## src/logic/twm_pkg.sv

```systemverilog
/*
  Shared constants of the two-wire master controller: register offsets,
  field positions, reset values, clock figures and the engine state type.
  Assumes a 250 MHz system clock and APB access with 32-bit data.
*/
package twm_pkg;

  // Register byte offsets on the APB slave.
  localparam logic [7:0] ADDR_MODE = 8'h00;
  localparam logic [7:0] ADDR_RATELIN = 8'h04;
  localparam logic [7:0] ADDR_RATEEXP = 8'h08;
  localparam logic [7:0] ADDR_FRAMECTRL = 8'h0c;
  localparam logic [7:0] ADDR_TXDATA = 8'h10;
  localparam logic [7:0] ADDR_RXDATA = 8'h14;
  localparam logic [7:0] ADDR_STATUS = 8'h18;

  // Mode value that turns the two-wire controller on.
  localparam logic [1:0] MODE_TWO_WIRE = 2'h3;

  // Frame control bit positions.
  localparam int CMD_START_BIT = 0;
  localparam int CMD_STOP_BIT = 1;
  localparam int CMD_SEND_BIT = 2;
  localparam int CMD_RECV_BIT = 3;
  localparam int ACK_LEVEL_BIT = 4;

  // Status bit positions.
  localparam int STAT_BUSY_BIT = 0;
  localparam int STAT_NACK_BIT = 1;

  // Reset values.
  localparam logic [1:0] MODE_RESET = 2'h0;
  localparam logic [3:0] RATE_RESET = 4'h0;
  localparam logic [4:0] FRAMECTRL_RESET = 5'h00;
  localparam logic [7:0] DATA_RESET = 8'h00;

  // Clock figures: a quarter-bit tick runs at four times the reference.
  localparam int CLK_MHZ = 250;
  localparam int REF_MHZ = 12;
  localparam int QUARTERS_PER_BIT = 4;
  localparam logic [8:0] TICK_INC = 9'(REF_MHZ * QUARTERS_PER_BIT);
  localparam logic [8:0] TICK_MOD = 9'(CLK_MHZ);

  // Engine states, one-hot.
  typedef enum logic [3:0] {
    ST_IDLE = 4'b0001,
    ST_START = 4'b0010,
    ST_STOP = 4'b0100,
    ST_BYTE = 4'b1000
  } twm_state_t;

endpackage

```

## src/logic/twm_two_wire_master.sv

```systemverilog
/*
  Two-wire master controller with an APB register slave: divider, segment
  engine for start, stop, send and receive, open-drain pin drive.
  Assumes synchronous pin inputs, external pull-ups on SDA and SCL, and a
  single master on the bus.
*/
// Summary of operation
// - The engine runs only while the mode register holds the value 3.
// - The controller is master only and never checks for lost arbitration.
// - Standard 100 kbps and fast 400 kbps rates are both reachable.
// - The bit rate is 12 MHz divided by (linear + 1) times 2 to the exponent.
// - The divider uses the rate registers as last written by software.
// - A slave holding SCL low stalls the engine until SCL reads high.
// - 7-bit and 10-bit addresses are sent as one or two send segments.
// - The pins are only pulled low or released, never driven high.
// - Four command bits request start, stop, send and receive segments.
// - The start command makes a start or, mid-frame, a repeated start.
// - The send command shifts the transmit byte out most significant first.
// - Linear and exponent are four-bit read/write fields resetting to zero.
`timescale 1ns/1ps
module twm_two_wire_master
  import twm_pkg::*;
(
  // Clock, reset and clock enable.
  input wire logic clk,
  input wire logic reset,
  input wire logic clkEn,
  // APB slave.
  input wire logic psel,
  input wire logic penable,
  input wire logic pwrite,
  input wire logic [7:0] paddr,
  input wire logic [31:0] pwdata,
  output logic [31:0] prdata,
  output logic pready,
  output logic pslverr,
  // Open-drain serial data pin.
  input wire logic sdaIn,
  output logic sdaOut,
  output logic sdaOeN,
  // Open-drain serial clock pin.
  input wire logic sclIn,
  output logic sclOut,
  output logic sclOeN
);

  ////////////////////////////////////////////////////////////////////////////
  // Register file and APB slave.

  logic [1:0] modeSel;
  logic [3:0] rateLin;
  logic [3:0] rateExp;
  logic [4:0] frameCtrl;
  logic [7:0] txData;
  logic [7:0] rxData;
  logic nackSeen;
  logic [1:0] next_modeSel;
  logic [3:0] next_rateLin;
  logic [3:0] next_rateExp;
  logic [4:0] next_frameCtrl;
  logic [7:0] next_txData;
  logic [31:0] next_prdata;
  logic next_pready;
  logic next_pslverr;
  logic busWrite;
  logic mapped;
  logic [4:0] cmdDone;
  logic busy;

  twm_state_t state;
  twm_state_t next_state;

  // The answer is registered in the setup cycle, so every access takes
  // exactly one access-phase cycle with no wait states.
  always_comb
  begin
    busWrite = psel && penable && pready && pwrite;
    mapped = (paddr == ADDR_MODE) || (paddr == ADDR_RATELIN) ||
             (paddr == ADDR_RATEEXP) || (paddr == ADDR_FRAMECTRL) ||
             (paddr == ADDR_TXDATA) || (paddr == ADDR_RXDATA) ||
             (paddr == ADDR_STATUS);
    next_pready = psel && !penable;
    next_pslverr = psel && !penable && !mapped;
    next_prdata = 32'h0000_0000;
    if (psel && !penable)
    begin
      case (paddr)
        ADDR_MODE: next_prdata = {30'h0, modeSel};
        ADDR_RATELIN: next_prdata = {28'h0, rateLin};
        ADDR_RATEEXP: next_prdata = {28'h0, rateExp};
        ADDR_FRAMECTRL: next_prdata = {27'h0, frameCtrl};
        ADDR_TXDATA: next_prdata = {24'h0, txData};
        ADDR_RXDATA: next_prdata = {24'h0, rxData};
        ADDR_STATUS: next_prdata = {30'h0, nackSeen, busy};
        default: next_prdata = 32'h0000_0000;
      endcase
    end
    next_modeSel = modeSel;
    next_rateLin = rateLin;
    next_rateExp = rateExp;
    next_txData = txData;
    // A finished segment drops its command bit; a software write in the
    // same cycle wins so a freshly issued command is never lost.
    next_frameCtrl = frameCtrl & ~cmdDone;
    if (busWrite)
    begin
      case (paddr)
        ADDR_MODE: next_modeSel = pwdata[1:0];
        ADDR_RATELIN: next_rateLin = pwdata[3:0];
        ADDR_RATEEXP: next_rateExp = pwdata[3:0];
        ADDR_FRAMECTRL: next_frameCtrl = pwdata[4:0];
        ADDR_TXDATA: next_txData = pwdata[7:0];
        default: next_txData = txData;
      endcase
    end
  end

  // Register stage of the bus slave.
  always_ff @(posedge clk)
  begin
    if (reset)
    begin
      modeSel <= MODE_RESET;
      rateLin <= RATE_RESET;
      rateExp <= RATE_RESET;
      frameCtrl <= FRAMECTRL_RESET;
      txData <= DATA_RESET;
      prdata <= 32'h0000_0000;
      pready <= 1'b0;
      pslverr <= 1'b0;
    end
    else if (clkEn)
    begin
      modeSel <= next_modeSel;
      rateLin <= next_rateLin;
      rateExp <= next_rateExp;
      frameCtrl <= next_frameCtrl;
      txData <= next_txData;
      prdata <= next_prdata;
      pready <= next_pready;
      pslverr <= next_pslverr;
    end
  end

  ////////////////////////////////////////////////////////////////////////////
  // Quarter-bit timing and segment engine.

  logic [8:0] tickAcc;
  logic [19:0] qCnt;
  logic [1:0] qIdx;
  logic [3:0] bitIdx;
  logic [7:0] shiftReg;
  logic isRecv;
  logic sdaPull;
  logic sclPull;
  logic [8:0] next_tickAcc;
  logic [19:0] next_qCnt;
  logic [1:0] next_qIdx;
  logic [3:0] next_bitIdx;
  logic [7:0] next_shiftReg;
  logic next_isRecv;
  logic next_sdaPull;
  logic next_sclPull;
  logic [7:0] next_rxData;
  logic next_nackSeen;
  logic [8:0] tickSum;
  logic tick;
  logic stall;
  logic [19:0] qLimit;
  logic qDone;
  logic enabled;

  // Pull level for the data line during bit b of a byte segment.
  function automatic logic sdaForBit(input logic recv, input logic [3:0] b,
                                     input logic msb, input logic ackLvl);
    if (b == 4'h8)
      sdaForBit = recv ? !ackLvl : 1'b0;
    else
      sdaForBit = recv ? 1'b0 : !msb;
  endfunction

  // The 48 MHz quarter-bit tick is made by a fractional accumulator, which trades
  // a little edge jitter for an exact long-term rate from 250 MHz.
  always_comb
  begin
    enabled = (modeSel == MODE_TWO_WIRE);
    tickSum = tickAcc + TICK_INC;
    tick = (tickSum >= TICK_MOD);
    next_tickAcc = tick ? tickSum - TICK_MOD : tickSum;
    qLimit = 20'(({16'h0000, rateLin} + 20'h00001) << rateExp);
    stall = !sclPull && !sclIn;
    qDone = tick && !stall && (qCnt == qLimit - 20'h00001);
    next_state = state;
    next_qCnt = qCnt;
    next_qIdx = qIdx;
    next_bitIdx = bitIdx;
    next_shiftReg = shiftReg;
    next_isRecv = isRecv;
    next_sdaPull = sdaPull;
    next_sclPull = sclPull;
    next_rxData = rxData;
    next_nackSeen = nackSeen;
    cmdDone = 5'h00;
    if (tick)
      next_qCnt = (qDone || stall) ? 20'h00000 : qCnt + 20'h00001;
    case (state)
      ST_IDLE:
      begin
        next_qCnt = 20'h00000;
        next_qIdx = 2'h0;
        next_bitIdx = 4'h0;
        if (!enabled)
        begin
          next_sdaPull = 1'b0;
          next_sclPull = 1'b0;
        end
        else if (frameCtrl[CMD_START_BIT])
        begin
          next_state = ST_START;
          next_sdaPull = 1'b0;
        end
        else if (frameCtrl[CMD_SEND_BIT] || frameCtrl[CMD_RECV_BIT])
        begin
          next_state = ST_BYTE;
          next_isRecv = !frameCtrl[CMD_SEND_BIT];
          next_shiftReg = txData;
          next_sdaPull = sdaForBit(!frameCtrl[CMD_SEND_BIT], 4'h0,
                                   txData[7], frameCtrl[ACK_LEVEL_BIT]);
        end
        else if (frameCtrl[CMD_STOP_BIT])
        begin
          next_state = ST_STOP;
          next_sdaPull = 1'b1;
        end
      end
      ST_START:
      begin
        // Release SCL, pull SDA low while SCL is high, then pull SCL low.
        if (qDone)
        begin
          next_qIdx = qIdx + 2'h1;
          case (qIdx)
            2'h0: next_sclPull = 1'b0;
            2'h1: next_sdaPull = 1'b1;
            2'h2: next_sclPull = 1'b1;
            default:
            begin
              next_state = ST_IDLE;
              cmdDone[CMD_START_BIT] = 1'b1;
            end
          endcase
        end
      end
      ST_STOP:
      begin
        // SDA rises while SCL is high; both lines end released.
        if (qDone)
        begin
          next_qIdx = qIdx + 2'h1;
          case (qIdx)
            2'h0: next_sclPull = 1'b0;
            2'h1: next_sdaPull = 1'b0;
            2'h2: next_sdaPull = 1'b0;
            default:
            begin
              next_state = ST_IDLE;
              cmdDone[CMD_STOP_BIT] = 1'b1;
            end
          endcase
        end
      end
      ST_BYTE:
      begin
        // Nine bits of four quarters: two low, one released, one high.
        if (qDone)
        begin
          next_qIdx = qIdx + 2'h1;
          case (qIdx)
            2'h0: next_sclPull = 1'b1;
            2'h1: next_sclPull = 1'b0;
            2'h2:
            begin
              if (bitIdx == 4'h8 && !isRecv)
                next_nackSeen = sdaIn;
              else if (isRecv && bitIdx != 4'h8)
                next_shiftReg = {shiftReg[6:0], sdaIn};
              else if (!isRecv)
                next_shiftReg = {shiftReg[6:0], 1'b0};
            end
            default:
            begin
              next_sclPull = 1'b1;
              next_bitIdx = bitIdx + 4'h1;
              next_sdaPull = sdaForBit(isRecv, bitIdx + 4'h1,
                                       shiftReg[7],
                                       frameCtrl[ACK_LEVEL_BIT]);
              if (bitIdx == 4'h8)
              begin
                next_state = ST_IDLE;
                next_sdaPull = 1'b0;
                if (isRecv)
                  next_rxData = shiftReg;
                cmdDone[CMD_SEND_BIT] = !isRecv;
                cmdDone[CMD_RECV_BIT] = isRecv;
              end
            end
          endcase
        end
      end
      default: next_state = ST_IDLE;
    endcase
    // Losing the mode mid-segment abandons it and frees both lines.
    if (!enabled && state != ST_IDLE)
    begin
      next_state = ST_IDLE;
      next_sdaPull = 1'b0;
      next_sclPull = 1'b0;
    end
    busy = (state != ST_IDLE);
  end

  // Register stage of the engine; the pins never drive high and no
  // arbitration check exists, so only one master may share the bus.
  always_ff @(posedge clk)
  begin
    if (reset)
    begin
      state <= ST_IDLE;
      tickAcc <= 9'h000;
      qCnt <= 20'h00000;
      qIdx <= 2'h0;
      bitIdx <= 4'h0;
      shiftReg <= DATA_RESET;
      isRecv <= 1'b0;
      sdaPull <= 1'b0;
      sclPull <= 1'b0;
      rxData <= DATA_RESET;
      nackSeen <= 1'b0;
      sdaOut <= 1'b0;
      sdaOeN <= 1'b1;
      sclOut <= 1'b0;
      sclOeN <= 1'b1;
    end
    else if (clkEn)
    begin
      state <= next_state;
      tickAcc <= next_tickAcc;
      qCnt <= next_qCnt;
      qIdx <= next_qIdx;
      bitIdx <= next_bitIdx;
      shiftReg <= next_shiftReg;
      isRecv <= next_isRecv;
      sdaPull <= next_sdaPull;
      sclPull <= next_sclPull;
      rxData <= next_rxData;
      nackSeen <= next_nackSeen;
      sdaOut <= 1'b0;
      sdaOeN <= !next_sdaPull;
      sclOut <= 1'b0;
      sclOeN <= !next_sclPull;
    end
  end

endmodule // twm_two_wire_master

```

## config.mk

```make
export PLATFORM = sky130hd
export DESIGN_NAME = twm_two_wire_master
export DESIGN_NICKNAME = d
export VERILOG_FILES = /design/src/logic/twm_pkg.sv /design/src/logic/twm_two_wire_master.sv
export SDC_FILE = /design/constraint.sdc
export NUM_CORES = 1
export LEC_CHECK = 0
export ABC_CLOCK_PERIOD_IN_PS = 7400
export BUFFER_PORTS_ARGS = -buffer_cell sky130_fd_sc_hd__clkbuf_2
export CORE_AREA = 2 2 107 109
export CTS_CLUSTER_DIAMETER = 80
export CTS_CLUSTER_SIZE = 28
export DETAILED_ROUTE_END_ITERATION = 8
export DIE_AREA = 0 0 109 111
export GPL_TIMING_DRIVEN = 0
export PLACE_DENSITY = 0.9
export SLEW_MARGIN = 5
export SYNTH_ARGS = -nofsm -noshare
export SYNTH_HDL_FRONTEND = slang
export SYNTH_SLANG_ARGS = --single-unit
```

## constraint.sdc

```tcl
create_clock -name clk -period 7.4 [get_ports clk]
set_input_delay 1.11 -clock clk [delete_from_list [all_inputs] [get_ports clk]]
set_output_delay 1.11 -clock clk [all_outputs]
set_load 0.005 [all_outputs]
```

# After elaboration in Yosys (flattened, before gate mapping)
# Index checks and enable logic that the tools add are counted.
[totals]
input_bits = 48
ff_bits = 118
[classes]
n_reduce_logical = 53
bitwise = 4
n_mux = 67
n_eq_ne = 34
shifts = 1
order_cmp = 1
addsub = 7
[op_table]
columns = ["op", "n"]
rows = [
  ["two-way mux 8 bit", 9],
  ["two-way mux 20 bit", 3],
  ["one-hot mux 8 bit (7 select lines)", 1],
  ["two-way mux 4 bit", 12],
  ["two-way mux 1 bit", 26],
  ["== test 8 x 5 -> 1 bit (second input constant)", 3],
  ["adder 20 x 1 -> 20 bit (second input constant)", 1],
  ["== test 20 bit", 1],
  ["<< shifter 5 x 4 -> 20 bit", 1],
  ["subtractor 20 x 1 -> 20 bit (second input constant)", 1],
  ["== test 8 x 4 -> 1 bit (second input constant)", 2],
  ["one-hot mux 8 bit (2 select lines)", 1],
  ["!= test 3 bit (second input constant)", 5],
  ["AND reduction 3 bit", 5],
  ["!= test 2 bit (second input constant)", 7],
  ["zero test 1 bit", 13],
  ["== test 4 bit (second input constant)", 3],
  ["one-hot mux 4 bit (3 select lines)", 1],
  ["logical AND 1 bit", 11],
  ["two-way mux 2 bit", 5],
  ["two-way mux 5 bit", 2],
  ["AND reduction 5 bit", 2],
  ["adder 9 x 6 -> 9 bit (second input constant)", 1],
  ["greater-or-equal comparator 9 x 8 -> 1 bit (second input constant)", 1],
  ["35 further kinds", 50],
]

# Depth between registers and ports, before layout
[depth]
depth_word = 11
mapped_depth = 17

# Least setup slack after synthesis
# OpenSTA, ideal clock, no wires.
[synth_path]
kind = "register to register"
from = "register rateExp[1]"
to = "register qIdx[0]"
slack_ps = 3319
path_stages_with_launch = 17
t_required_ps = 7283
arrival_ps = 3964
synth_period_minus_slack_ps = 4081
cell_sequence = "dfxtp_1 buf_6 buf_4 clkbuf_1 nor3_1 nand2_1 ha_1 a21boi_0 a32o_1 o2111ai_2 or3_1 o41ai_2 nand4_2 or2_1 buf_6 mux2_2 a32o_1"
[synth_via]
elab_chain_len = 6
[synth_rtl]
columns = ["element", "line_no", "text"]
rows = [
  ["start: declaration", "twm_two_wire_master.sv:52", "logic [3:0] rateExp;"],
  ["start signal: assignment", "twm_two_wire_master.sv:136", "rateExp <= next_rateExp;"],
  ["<< shifter 5 x 4 -> 20 bit", "twm_two_wire_master.sv:190", "qLimit = 20'(({16'h0000, rateLin} + 20'h00001) << rateExp);"],
  ["subtractor 20 x 1 -> 20 bit", "twm_two_wire_master.sv:192", "qDone = tick && !stall && (qCnt == qLimit - 20'h00001);"],
  ["== test 20 bit", "twm_two_wire_master.sv:192", ""],
  ["logical AND 1 bit", "twm_two_wire_master.sv:192", ""],
  ["!= test 2 x 1 -> 1 bit (no line)", "n/a", ""],
  ["AND reduction 3 bit (no line)", "n/a", ""],
  ["end signal: assignment", "twm_two_wire_master.sv:349", "qIdx <= next_qIdx;"],
  ["end: declaration", "twm_two_wire_master.sv:150", "logic [1:0] qIdx;"],
]
# Every way passes these cells.
# A chain may end at the register's enable or synchronous reset.

# Worst setup path in the final report
[layout_path]
from = "register rateExp[1]"
to = "register qCnt[13]"
[layout_via]
elab_chain_len = 8
[layout_rtl]
columns = ["element", "line_no", "text"]
rows = [
  ["<< shifter 5 x 4 -> 20 bit", "twm_two_wire_master.sv:190", ""],
  ["subtractor 20 x 1 -> 20 bit", "twm_two_wire_master.sv:192", ""],
  ["== test 20 bit", "twm_two_wire_master.sv:192", ""],
  ["logical AND 1 bit", "twm_two_wire_master.sv:192", ""],
  ["logical OR 1 bit", "twm_two_wire_master.sv:205", "next_qCnt = (qDone || stall) ? 20'h00000 : qCnt + 20'h00001;"],
  ["two-way mux 20 bit", "twm_two_wire_master.sv:205", ""],
  ["two-way mux 20 bit", "twm_two_wire_master.sv:204", "if (tick)"],
  ["two-way mux 20 bit", "twm_two_wire_master.sv:206", "case (state)"],
  ["end signal: assignment", "twm_two_wire_master.sv:348", "qCnt <= next_qCnt;"],
  ["end: declaration", "twm_two_wire_master.sv:149", "logic [19:0] qCnt;"],
]
# Every way passes these cells. The select of a mux whose other input is x is not followed.

==> metrics.csv <==
stage,metric,value,unit
status,status,finished clean,
floorplanning,dieArea,0.01210,sq mm
clock_tree,ctsHoldBuffers,0,
clock_tree,cts_max_level,3,
sta,finalHoldViolations,0,
sta,setup_viol,0,
layout,synthToLayoutAreaGrowth,10.84,%
hold_path,hold_class,flip-flop to flip-flop,
global_route,grtUsageMet3,7.584,%
drt,antenna_left,0,
synthesis,seq_area_frac_synth,26.93,%
sta,maxSlewViolCount,0,
clock_tree,cts_root_buffer,clkbuf_16,
layout,num_antenna_cells,0,
sta,max_freq,192.8,MHz
global_route,grt_max_degree,19,
drt,avgRoutedWirePerCell,18.88,um
drt,dr_total_vias,7168,
clock_tree,cts.sinks,93,
global_route,grt_use_met1,49.23,%
global_route,grtUsageTotal,34.73,%
setup_path,cp.arrival,5.44,ns
drt,vias_per_cell,6.576,
clock_tree,cts_inserted_buffers,9,
sta,fin_tns_setup,0,ns
setup_path,crit_fanout,10,
setup_path,r2r-end,qCnt[13],
setup_path,worst_path_largest_cell_delay,0.56,ns
layout,drive_gt1_share,13.41,%
power,leakagePower,2.886,nW
placed_design,place_area,0.007352,sq mm
layout,final_common_cell,nor2_1,
sta,worst-slew-pin-transition,0.8661,ns
setup_path,worst-setup-path-type,flip-flop to flip-flop,
drt,drt_iter0_markers,821,
placed_design,gp_congestion,1.002,
global_route,grt_pass1_wl,33.17,mm
setup_path,crit_chain,"buf_6, buf_4, clkbuf_1, nor3_1, nand2_1, ha_1, a21boi_0, a32o_1, o2111ai_2, or3_1, o41ai_2, nand4_2, o211ai_2, clkbuf_1, nor3b_1, a21o_1",
setup_path,setup.worst_path.start,rateExp[1],
synthesis,async_reset_ff_share,0,%
synthesis,synthFlopType,dfxtp_1,
drt,drc_errors,0,
sta,maxSlewHeadroom,42.11,%
layout,final_nets,1003,
sta,fin_skew,0.007255,ns
synthesis,synth_seq_cells,93,
clock_tree,cts.path.max_buffers,2,
sta,rsz0062_at_grt,no,
drt,drt_first_pass_iters,8,
setup_path,startpoint_type,flip-flop,
layout,multiInputGateArea,0.004634,sq mm
synthesis,yosys_warnings,0,
layout,layout.area.seq,0.001862,sq mm
setup_path,rrSetupSlack,2.21,ns
floorplanning,die_w,109,um
power,powerDensity,141.4,mW/mm^2
power,ir_worst_vdd,0.1665,mV
global_route,antenna_found_initial,0,
global_route,top_usage_layer,met2,
global_route,grt_use_met2,52.17,%
floorplanning,rows,39,
layout,layout_common_cells,"100 x nor2_1, 93 x dfxtp_1, 60 x a21oi_1, 58 x nand2_1, 48 x o21ai_0",
drt,wirelength,20.58,mm
synthesis,synthCells,874,
synthesis,synth.distinct_cells,95,
setup_path,r2r_cells,16,
clock_tree,clk_pin_slew,0.07,ns
clock_tree,postCtsSetupBuffers,0,
setup_path,crit_path_top_delay_cell,o41ai_2,
sta,fin_crit,5.186,ns
setup_path,rr_startpoint,rateExp[1],
floorplanning,start_util,62.41,%
floorplanning,ios,86,
global_route,grt_pass1_vias,6487,
clock_tree,cts_tree,built,
layout,instances_no_fill,1090,
floorplanning,core,0.01108,sq mm
power,finalPower,1.084,mW
placed_design,io_buffers,32,
run,max-cap-violations,0,
floorplanning,die_h,111,um
clock_tree,clock_latency,0.36,ns
global_route,grt.overflow.total,0,
setup_path,worst_path_most_repeated_cell,clkbuf_1,
sta,fin_crit_sh,70.08,%
setup_path,required,7.65,ns
synthesis,avgSynthCellArea,7.909,sq um
placed_design,dp.cells,1074,
clock_tree,cts_resized,0,
setup_path,end_kind,flip-flop,
layout,fillers,898,
placed_design,dp_hpwl,15.23,mm
synthesis,synth_edf_count,0,
synthesis,synth_area,0.006913,sq mm
layout,stdcell_area,0.007662,sq mm
setup_path,crit_end,qCnt[13],
[registers in the layout (all words and copies together), names as in the netlist, 5 cells and up]
signal and cells:
qCnt 20, prdata 8, rxData 8, shiftReg 8, tickAcc 8, txData 8, frameCtrl 5
[layout make-up]
cell class / count / share of cell area, %
clock inverters: 7 / 1.110
plain buffers: 77 / 5.617
clock buffers: 9 / 2.939
repair buffers: 32 / 2.090
inverters: 23 / 1.127
multi-input cells: 706 / 60.48
well taps: 143 / 2.335
flip-flops and latches: 93 / 24.30
[power breakdown]
group / total (mW) / internal, mW / switching (mW)
logic: 0.0837 / 0.0320 / 0.0518
registers: 0.507 / 0.504 / 0.00353
clock network: 0.493 / 0.270 / 0.223
[worst min-delay path by stage]
| stage | start | endpoint | slack (ns) | cells past startpoint |
|---|---|---|---|---|
| 2_1_floorplan | pslverr | pslverr | 0.46 | 2 |
| 3_3_place_gp | pslverr | pslverr | 0.45 | 2 |
| 3_5_place_dp | pslverr | pslverr | 0.46 | 2 |
| 4_1_cts | pslverr | pslverr | 0.47 | 2 |
| 5_1_grt | pslverr | pslverr | 0.50 | 2 |
| 6_report | pslverr | pslverr | 0.47 | 2 |
[worst max-delay path, delay by kind of cell, from the launching register on]
family	cells	cell delay, ns
buf+inv	4	1.17
fa+ha+maj	1	0.22
flops	1	0.53
simple gates	5	1.15
compound gates	6	2.00
[synth_stat cells, types with 4 or more instances]
master | n | area share (%)
and2_1 | 5 | 0.45
o211ai_1 | 10 | 1.1
nor3_1 | 22 | 1.6
dfxtp_1 | 93 | 27
xnor2_1 | 26 | 3.3
or2_2 | 5 | 0.45
a32o_1 | 5 | 0.72
nor2_1 | 100 | 5.4
nor2b_1 | 4 | 0.36
nand4_1 | 8 | 0.72
nor4_1 | 5 | 0.45
a22oi_1 | 11 | 1.2
xor2_1 | 10 | 1.3
a211o_1 | 4 | 0.51
nand3b_1 | 8 | 0.87
buf_2 | 5 | 0.36
mux2i_1 | 39 | 5.6
clkbuf_1 | 37 | 2.0
or3_1 | 8 | 0.72
o21ai_0 | 48 | 3.5
ha_1 | 13 | 2.4
a31o_2 | 4 | 0.51
nor4b_1 | 5 | 0.63
nand3_1 | 27 | 2.0
and3_1 | 17 | 1.5
inv_1 | 23 | 1.2
a311oi_1 | 12 | 1.5
buf_4 | 30 | 3.3
a22o_1 | 5 | 0.63
a21oi_1 | 60 | 4.3
o31ai_1 | 7 | 0.76
nand2_1 | 58 | 3.1
a21o_1 | 16 | 1.7
a31oi_1 | 15 | 1.4
o2111ai_1 | 5 | 0.63
and4_1 | 8 | 1.0
a41o_1 | 4 | 0.58
nor3b_1 | 14 | 1.5
nand2b_1 | 13 | 1.2
[layer usage]
layer / vias to the layer above / wire (um)
met5: - / 0
met4: 0 / 568
met3: 69 / 2309
met2: 438 / 9045
met1: 3316 / 8658
li1: 3345 / -
[cells by family (layout without fill, tap and decap cells)]
kind of cell	count (synthesis)	in the layout	synth area share, %
AND/OR/NAND/NOR	325	325	24.80
AO/OA/AOI/OAI	264	264	27.53
buffers and inverters	100	148	7.475
flip-flops	93	93	26.93
multiplexers	42	42	6.299
XOR/XNOR	36	36	4.561
adder cells (fa/ha/maj)	13	13	2.353
other	1	26	0.05425
[metrics by stage]
stage | setup slack [ns] | hold WS [ns] | util, %
5_1_grt | 1.884 | 0.4972 | 69.17
3_5_place_dp | 2.355 | 0.4568 | 66.37
4_1_cts | 2.320 | 0.4728 | 69.17
2_1_floorplan | 3.319 | 0.4574 | -
3_3_place_gp | 2.391 | 0.4550 | 66.32
6_report | 2.214 | 0.4673 | 69.17
No activity file was read; power rests on OpenSTA's default activity.
